$ cat config.mk
export PLATFORM = sky130hd
export DESIGN_NAME = mbac_permit
export DESIGN_NICKNAME = d
export VERILOG_FILES = /design/src/mbac_pkg.sv /design/src/mbac_permit.sv
export VERILOG_INCLUDE_DIRS = /design/src
export SDC_FILE = /design/constraint.sdc
export NUM_CORES = 1
export LEC_CHECK = 0
export ABC_AREA = 1
export BUFFER_PORTS_ARGS = -buffer_cell sky130_fd_sc_hd__buf_4
export CAP_MARGIN = 30
export CORE_AREA = 3 3 40 42
export DETAILED_ROUTE_END_ITERATION = 7
export DIE_AREA = 0 0 43 45
export PLACE_DENSITY = 0.7
export SYNTH_ARGS = -nofsm -noshare
export SYNTH_HDL_FRONTEND = slang
export SYNTH_SLANG_ARGS = --single-unit
$ cat constraint.sdc
create_clock -name vclk -period 1.1
set_clock_uncertainty 0.1 [all_clocks]
set_input_delay 0.055 -clock vclk [all_inputs]
set_output_delay 0.055 -clock vclk [all_outputs]
set_load 0.1 [all_outputs]
$ cat src/mbac_defs.svh
// constants of the mode based access checker: address map, reset values
// assumes inclusion by bare name from the package only
`ifndef MBAC_DEFS_SVH
`define MBAC_DEFS_SVH

// virtual address: top bits pick the segment window, the rest is offset
`define MBAC_VA_W        16
`define MBAC_SEG_MSB     15
`define MBAC_SEG_LSB     13
`define MBAC_OFS_W       13
`define MBAC_SEG_N       8
`define MBAC_SFR_W       8

// register space: group start offsets and counts of existing registers
`define MBAC_SYS_LO      8'h00
`define MBAC_SYS_CNT     8'h10
`define MBAC_SEG_LO      8'h20
`define MBAC_SEG_CNT     8'h10
`define MBAC_ACC_LO      8'h40
`define MBAC_ACC_CNT     8'h02
`define MBAC_TEST_LO     8'h50
`define MBAC_TEST_CNT    8'h08
`define MBAC_HW_LO       8'h60
`define MBAC_HW_CNT      8'h18
`define MBAC_KEY_CNT     8'h10

// system management registers that user mode may reach
`define MBAC_SYS_EVAL    8'h00
`define MBAC_SYS_WDOG    8'h01
`define MBAC_SYS_DBASE   8'h02

// access config offsets and enable bits
`define MBAC_ACC_SEGEN   1'b0
`define MBAC_GRP_TEST    0
`define MBAC_GRP_HW      1

// reset values
`define MBAC_BASE_RST    16'h0000
`define MBAC_SIZE_RST    16'h2000
`define MBAC_CALL_SIZE   16'h0100
`define MBAC_SEGEN_RST   8'hff
`define MBAC_GRPEN_RST   2'h3

`endif

$ cat src/mbac_pkg.sv
// types of the mode based access checker
// assumes mbac_defs.svh sits in the same folder
package mbac_pkg;
`include "mbac_defs.svh"

   typedef enum logic [1:0] {
      mbac_user_mode         = 2'h0,
      mbac_system_mode       = 2'h1,
      mbac_super_system_mode = 2'h2
   } mbac_mode_type;

   typedef enum logic [1:0] {
      mbac_op_read  = 2'h0,
      mbac_op_write = 2'h1,
      mbac_op_exec  = 2'h2
   } mbac_op_type;

   typedef enum logic [2:0] {
      mbac_sys_rom_constants    = 3'h0,
      mbac_shared_rom_constants = 3'h1,
      mbac_call_entry_table     = 3'h2,
      mbac_sys_code_region      = 3'h3,
      mbac_shared_code_region   = 3'h4,
      mbac_user_flash_constants = 3'h5,
      mbac_sys_ram_region       = 3'h6,
      mbac_user_ram_region      = 3'h7
   } mbac_seg_type;

   typedef enum logic [1:0] {
      mbac_mem_rom    = 2'h0,
      mbac_mem_ram    = 2'h1,
      mbac_mem_eeprom = 2'h2,
      mbac_mem_flash  = 2'h3
   } mbac_mem_type;

   typedef enum logic [2:0] {
      mbac_grp_none     = 3'h0,
      mbac_grp_sys_mgmt = 3'h1,
      mbac_grp_seg_cfg  = 3'h2,
      mbac_grp_acc_cfg  = 3'h3,
      mbac_grp_test     = 3'h4,
      mbac_grp_hw_comp  = 3'h5
   } mbac_group_type;

   typedef enum logic [2:0] {
      mbac_cause_none        = 3'h0,
      mbac_cause_mem_denied  = 3'h1,
      mbac_cause_mem_missing = 3'h2,
      mbac_cause_sfr_denied  = 3'h3,
      mbac_cause_sfr_missing = 3'h4
   } mbac_cause_type;

endpackage : mbac_pkg

$ cat src/mbac_permit.sv
// grant decision per privilege mode for memory and register accesses
// assumes mode, operation and address stand in the same cycle
`timescale 1ns/1ps
`default_nettype none
module mbac_permit
   import mbac_pkg::*;
(
   input  wire logic [1:0]             mode_in,
   input  wire logic [1:0]             op_in,
   input  wire logic                   sfr_in,
   input  wire logic [2:0]             seg_in,
   input  wire logic [`MBAC_SEG_N-1:0] seg_en_in,
   input  wire logic [`MBAC_SFR_W-1:0] sfr_addr_in,
   input  wire logic [1:0]             grp_en_in,
   output logic                        allow_out,
   output logic      [2:0]             group_out
);
   function automatic logic in_grp(input logic [7:0] a, input logic [7:0] lo,
                                   input logic [7:0] cnt);
      in_grp = (a >= lo) && (a < 8'(lo + cnt));
   endfunction : in_grp

   function automatic mbac_group_type sfr_group(input logic [7:0] a);
      if (in_grp(a, `MBAC_SYS_LO, `MBAC_SYS_CNT)) begin
         sfr_group = mbac_grp_sys_mgmt;
      end else if (in_grp(a, `MBAC_SEG_LO, `MBAC_SEG_CNT)) begin
         sfr_group = mbac_grp_seg_cfg;
      end else if (in_grp(a, `MBAC_ACC_LO, `MBAC_ACC_CNT)) begin
         sfr_group = mbac_grp_acc_cfg;
      end else if (in_grp(a, `MBAC_TEST_LO, `MBAC_TEST_CNT)) begin
         sfr_group = mbac_grp_test;
      end else if (in_grp(a, `MBAC_HW_LO, `MBAC_HW_CNT)) begin
         sfr_group = mbac_grp_hw_comp;
      end else begin
         sfr_group = mbac_grp_none;
      end
   endfunction : sfr_group

   // memory grant table; anything not listed is refused
   function automatic logic mem_ok(input logic [1:0] m, input logic [2:0] s,
                                   input logic [1:0] o);
      logic rd;
      logic wr;
      logic ex;
      logic priv;
      rd     = o == mbac_op_read;
      wr     = o == mbac_op_write;
      ex     = o == mbac_op_exec;
      priv   = (m == mbac_super_system_mode) || (m == mbac_system_mode);
      mem_ok = 1'b0;
      case (s)
         mbac_sys_rom_constants:    mem_ok = priv && rd;
         mbac_shared_rom_constants: mem_ok = (priv || m == mbac_user_mode) && rd;
         mbac_call_entry_table:     mem_ok = priv && ex;
         mbac_sys_code_region:      mem_ok = priv && ex;
         mbac_shared_code_region:   mem_ok = (priv || m == mbac_user_mode) && ex;
         mbac_user_flash_constants: mem_ok = priv && rd;
         mbac_sys_ram_region:       mem_ok = priv && (rd || wr);
         mbac_user_ram_region:      mem_ok = (priv || m == mbac_user_mode) && (rd || wr);
         default:                   mem_ok = 1'b0;
      endcase
   endfunction : mem_ok

   logic super_system_mode;
   logic sm;
   logic um;
   logic rdwr;
   logic named;
   logic key;

   assign super_system_mode       = mode_in == mbac_super_system_mode;
   assign sm        = mode_in == mbac_system_mode;
   assign um        = mode_in == mbac_user_mode;
   assign rdwr      = (op_in == mbac_op_read) || (op_in == mbac_op_write);
   assign group_out = sfr_group(sfr_addr_in);
   assign named     = (sfr_addr_in == `MBAC_SYS_EVAL) || (sfr_addr_in == `MBAC_SYS_WDOG)
                      || (sfr_addr_in == `MBAC_SYS_DBASE);
   assign key       = in_grp(sfr_addr_in, `MBAC_HW_LO, `MBAC_KEY_CNT);

   always_comb begin
      allow_out = 1'b0;
      if (!sfr_in) begin
         // segment enables gate every memory grant
         allow_out = mem_ok(mode_in, seg_in, op_in) && seg_en_in[seg_in];
      end else if (rdwr) begin
         // each register decided by address and mode
         case (group_out)
            mbac_grp_sys_mgmt: allow_out = super_system_mode || sm || (um && named);
            mbac_grp_seg_cfg:  allow_out = super_system_mode || sm;
            mbac_grp_acc_cfg:  allow_out = super_system_mode;
            mbac_grp_test:     allow_out = super_system_mode && grp_en_in[`MBAC_GRP_TEST];
            mbac_grp_hw_comp:  allow_out = (super_system_mode || sm || um) && grp_en_in[`MBAC_GRP_HW]
                                           && !(key && op_in == mbac_op_read);
            default:           allow_out = 1'b0;
         endcase
      end
   end
endmodule : mbac_permit
`default_nettype wire

-- After elaboration in Yosys (flattened, before gate mapping)
Cells that the tools add are included.
- bits in registers: 0
- bits of input ports: 26
- $lt $le $gt $ge: 12
- eq/ne operators: 18
- muxes and demuxes: 12
- reductions and logical operators: 31
- operators with widths (operator ; number):
    $lt 8x7->1 const B ; 4
    $ge 8x7->1 const B ; 3
    $eq 3x3->1 const B ; 6
    $logic_and 1x1->1 ; 18
    $mux 3 ; 5
    $eq 3x2->1 const B ; 4
    $eq 8x1->1 const B ; 1
    $eq 8x2->1 const B ; 1
    $ge 8x1->1 const B ; 1
    $ge 8x6->1 const B ; 1
    $logic_not 8->1 ; 1
    $lt 8x5->1 const B ; 1
    $lt 8x6->1 const B ; 1
    $eq 3x1->1 const B ; 2
    $logic_or 1x1->1 ; 6
    $pmux 1 s6 ; 1
    $pmux 1 s5 ; 1
    $eq 2x1->1 const B ; 2
    $eq 2x2->1 const B ; 2
    $logic_not 2->1 ; 2
    $lt 3x4->1 const B ; 1
    $mux 1 ; 4
    $reduce_or 2->1 ; 2
    $bmux 1 s3 ; 1
    2 further kinds ; 2

-- Logic depth before layout (Yosys ltp)
- depth after elaboration: 11
- mapped depth: 10
- gate-level depth less buffers: 10

-- Worst setup path before layout
OpenSTA, ideal clock, no wires.
- path type: input to output
- from: input mode_in[0]
- to: output allow_out
- arrival: 1.371 ns
- required time: 0.945 ns
- slack: -0.426 ns
- cell stages on the path: 7
- path buffers: 0
- cells stage by stage: inv_1 ha_1 inv_1 a21o_1 nand4_1 nand3_1 nand2_1
- cells in the longest elaborated chain, start to end: 8
- elaborated cells on any way between the ends: 22
- RTL lines (item ; RTL line ; text):
    from (decl) ; mbac_permit.sv:8 ; input wire logic [1:0] mode_in,
    $eq 2x2->1 or $eq 2x1->1 (tied branches) ; mbac_permit.sv:49, mbac_permit.sv:71, mbac_permit.sv:72 ;
    $logic_or 1x1->1 (2 in series) ; - ;
    $logic_and 1x1->1 (on tied branches) ; - ;
    $pmux 1 s6 or $logic_and 1x1->1 (tied branches) ; mbac_permit.sv:51, mbac_permit.sv:92 ;
    $mux 1 or $pmux 1 s5 (tied branches) ; mbac_permit.sv:82, mbac_permit.sv:87 ;
    $logic_and 1x1->1 or $mux 1 (tied branches) ; mbac_permit.sv:84, mbac_permit.sv:85 ;
    $mux 1 * ; mbac_permit.sv:82 ; if (!sfr_in) begin
    to (decl) ; mbac_permit.sv:15 ; output logic allow_out,
Every way passes the cells marked *; elsewhere a longest branch is shown, timed or not. The select of a mux whose other input is x is not followed.

-- Worst setup path in the final report
- from: input seg_in[0]
- to: output allow_out
- cells in the longest elaborated chain, start to end: 6
- elaborated cells on any way between the ends: 16
- RTL lines (item ; RTL line ; text):
    from (decl) ; mbac_permit.sv:11 ; input wire logic [2:0] seg_in,
    $eq 3x3->1 (tied with other cells) ; mbac_permit.sv:51 ; case (s)
    $reduce_or 2->1 (no source line) ; - ;
    $pmux 1 s6 ; mbac_permit.sv:51 ;
    $mux 1 ; mbac_permit.sv:82 ;
    $logic_and 1x1->1 * ; mbac_permit.sv:84 ; allow_out = mem_ok(mode_in, seg_in, op_in) && seg_en_in[seg_in];
    $mux 1 * ; mbac_permit.sv:82 ;
Marked as above.

==> results by group <==
Run status
  – Status: finished with violations
  – Failing checks: setup timing

Finish
  – Non-filler cells, final: 155
  – Reg area: 0 um2
  – N_diodes: 0
  – Clkbuf count: 0
  – Share of post-route cells with drive strength above 1: 60.0%
  – Synthesis-to-finish area growth: 116%
  – # fillers: 88
  – Nets: 171
  – Seq cells: 0

STA
  – Slew @ Worst Pin: 303 ps
  – RSZ-0062 raised after global routing: yes
  – Post-route setup slack: -203 ps
  – Fmax: 0.768 GHz
  – Max-slew headroom: 79.8%
  – # setup viols final: 3
  – WHS: 415 ps
  – Time the worst path needs with I/O delays and setup: 1300 ps
  – Final Hold Violating Endpoints: 0
  – Ratio of final minimum period to clock period: 118%
  – Slew Viols, Final: 0

Route
  – Vias/cell: 5.08
  – Iter 0 DRT Violations: 8
  – Drt total wl: 1.91 mm
  – Routed Antenna Nets: 0
  – DRC viols: 0
  – DR WL/cell: 12.3 um
  – Detailed-route via count: 788
  – Pre-antenna DRT Iters: 4

Placed design
  – Routability cong.: 0.832
  – PortBufs: 30
  – Placed Instances: 154
  – Hpwl dp: 1.28 mm

Floorplanning
  – Die X: 43 um
  – Number of I/O pins: 30
  – Core box area: 0.00128 mm2
  – Initial Utilization: 37.7%
  – Die area: 0.00194 mm2
  – Die Y: 45 um
  – Site Rows: 13

Power and ir drop
  – PD cells: 465 mW/mm2
  – Peak supply drop: 215 uV
  – Leak pwr: 0.543 nW

Hold path
  – Hold Path Class: in2out
  – Hold path cells: 4

GRT
  – All-Layer GR Usage: 15.9%
  – Antenna violations before repair: 0
  – Gr ovfl total: 0
  – Largest net degree at the start of global routing: 10
  – Number of global-route vias before repair: 637
  – First-pass GRT wire length: 2.55 mm

Yosys
  – Synth Area per Inst: 4.89 um2
  – Synth unique cells: 18
  – Synthesized Nets: 128
  – Register area share after synthesis: 0%
  – Syn Inst Count: 99
  – Syn Std Cell Area: 484 um2
  – Synth Warn #: 0

Critical path
  – Crit. End Element: primary output
  – CP Launch Point: seg_in[0]
  – CP max FO: 6
  – CP Capture Point: allow_out
  – Worst EP arrival: 1150 ps
  – Nature of the critical path startpoint: input pin
  – Crit Path Category: in2out
  – Required time of the worst setup path: 940 ps

Flow run
  – Max-Cap Viols: 0
==> through the flow <==
step	cell area, um2	TNS, ps	setup WS, ps	total power, mW	utilization (%)
floorplan	502	-73.4	-73.4	0.214	-
global placement	821	-578	-301	0.361	63.9
detailed placement	821	-601	-302	0.366	63.9
CTS	926	-209	-111	0.425	72.1
global route	1040	-423	-242	0.517	81.2
finish	1040	-254	-203	0.485	81.2
==> synthesized netlist by cell type, types with 3 or more instances <==
cell,count,area share [%]
nand2_1,25,19
nor2_1,20,16
inv_1,15,12
nand3_1,12,12
ha_1,3,7.8
inv_2,3,2.3
nand4_1,3,3.9
==> power breakdown <==
| group | internal (mW) | leakage, nW | switching [mW] | total (mW) |
|---|---|---|---|---|
| Combinational | 0.220 | 0.543 | 0.265 | 0.485 |
| Clock | 0 | 0 | 0 | 0 |
| Sequential | 0 | 0 | 0 | 0 |
==> critical path: stages <==
cell	delay, ps
buf_12	120
clkinv_8	50
nor2_1	30
o21ai_1	130
nand2_1	80
a21o_1	180
nor2_1	160
nand2_2	100
nand2_4	80
buf_12	160
==> layout make-up <==
cell class	instances	area [um2]	area share, %
inverter	18	92.6	8.87
multi-input combinational	80	524	50.2
tap	15	18.8	1.80
timing repair buffer	42	408	39.1
==> cells in the final DEF (no fill, tap or decap), drive strengths merged, types with 2 or more instances in the layout <==
cell and instances:
a21oi 2, inv 17, nand3 14, buf 42, ha 3, o21ai 4
nand4 3, o22ai 2, nand2 27, a21o 2, nor2 21
==> logic make-up after synthesis <==
| group | after synthesis | synth area share, % |
|---|---|---|
| AOI/OAI and AO/OA | 11 | 16.0 |
| buffers and inverters | 19 | 15.5 |
| adders and majority gates | 3 | 7.75 |
| and+or+nand+nor | 66 | 60.7 |
==> routing by layer <==
layer  GRT usage, %  share of wire, %
met1           23.3                43
met2           27.8                52
met3          0.398               3.2
met4              0              0.99
met5              0                 0
==> worst min path at each step <==
stage / slack, ps / to / startpoint
final: 410 / allow_out / sfr_in
after global routing: 420 / allow_out / sfr_in
after CTS: 420 / allow_out / sfr_in
after detailed placement: 500 / allow_out / sfr_in
after global placement: 500 / allow_out / sfr_in
after floorplan: 300 / allow_out / sfr_in
==> repair_timing <==
item                       in CTS  in global routing
buffers inserted                0                  1
hold buffers                    0                  0
setup endpoints to repair       4                  4
gates resized for setup        34                 30
pin swaps                      17                 19
Power figures use the tool's default switching activity.
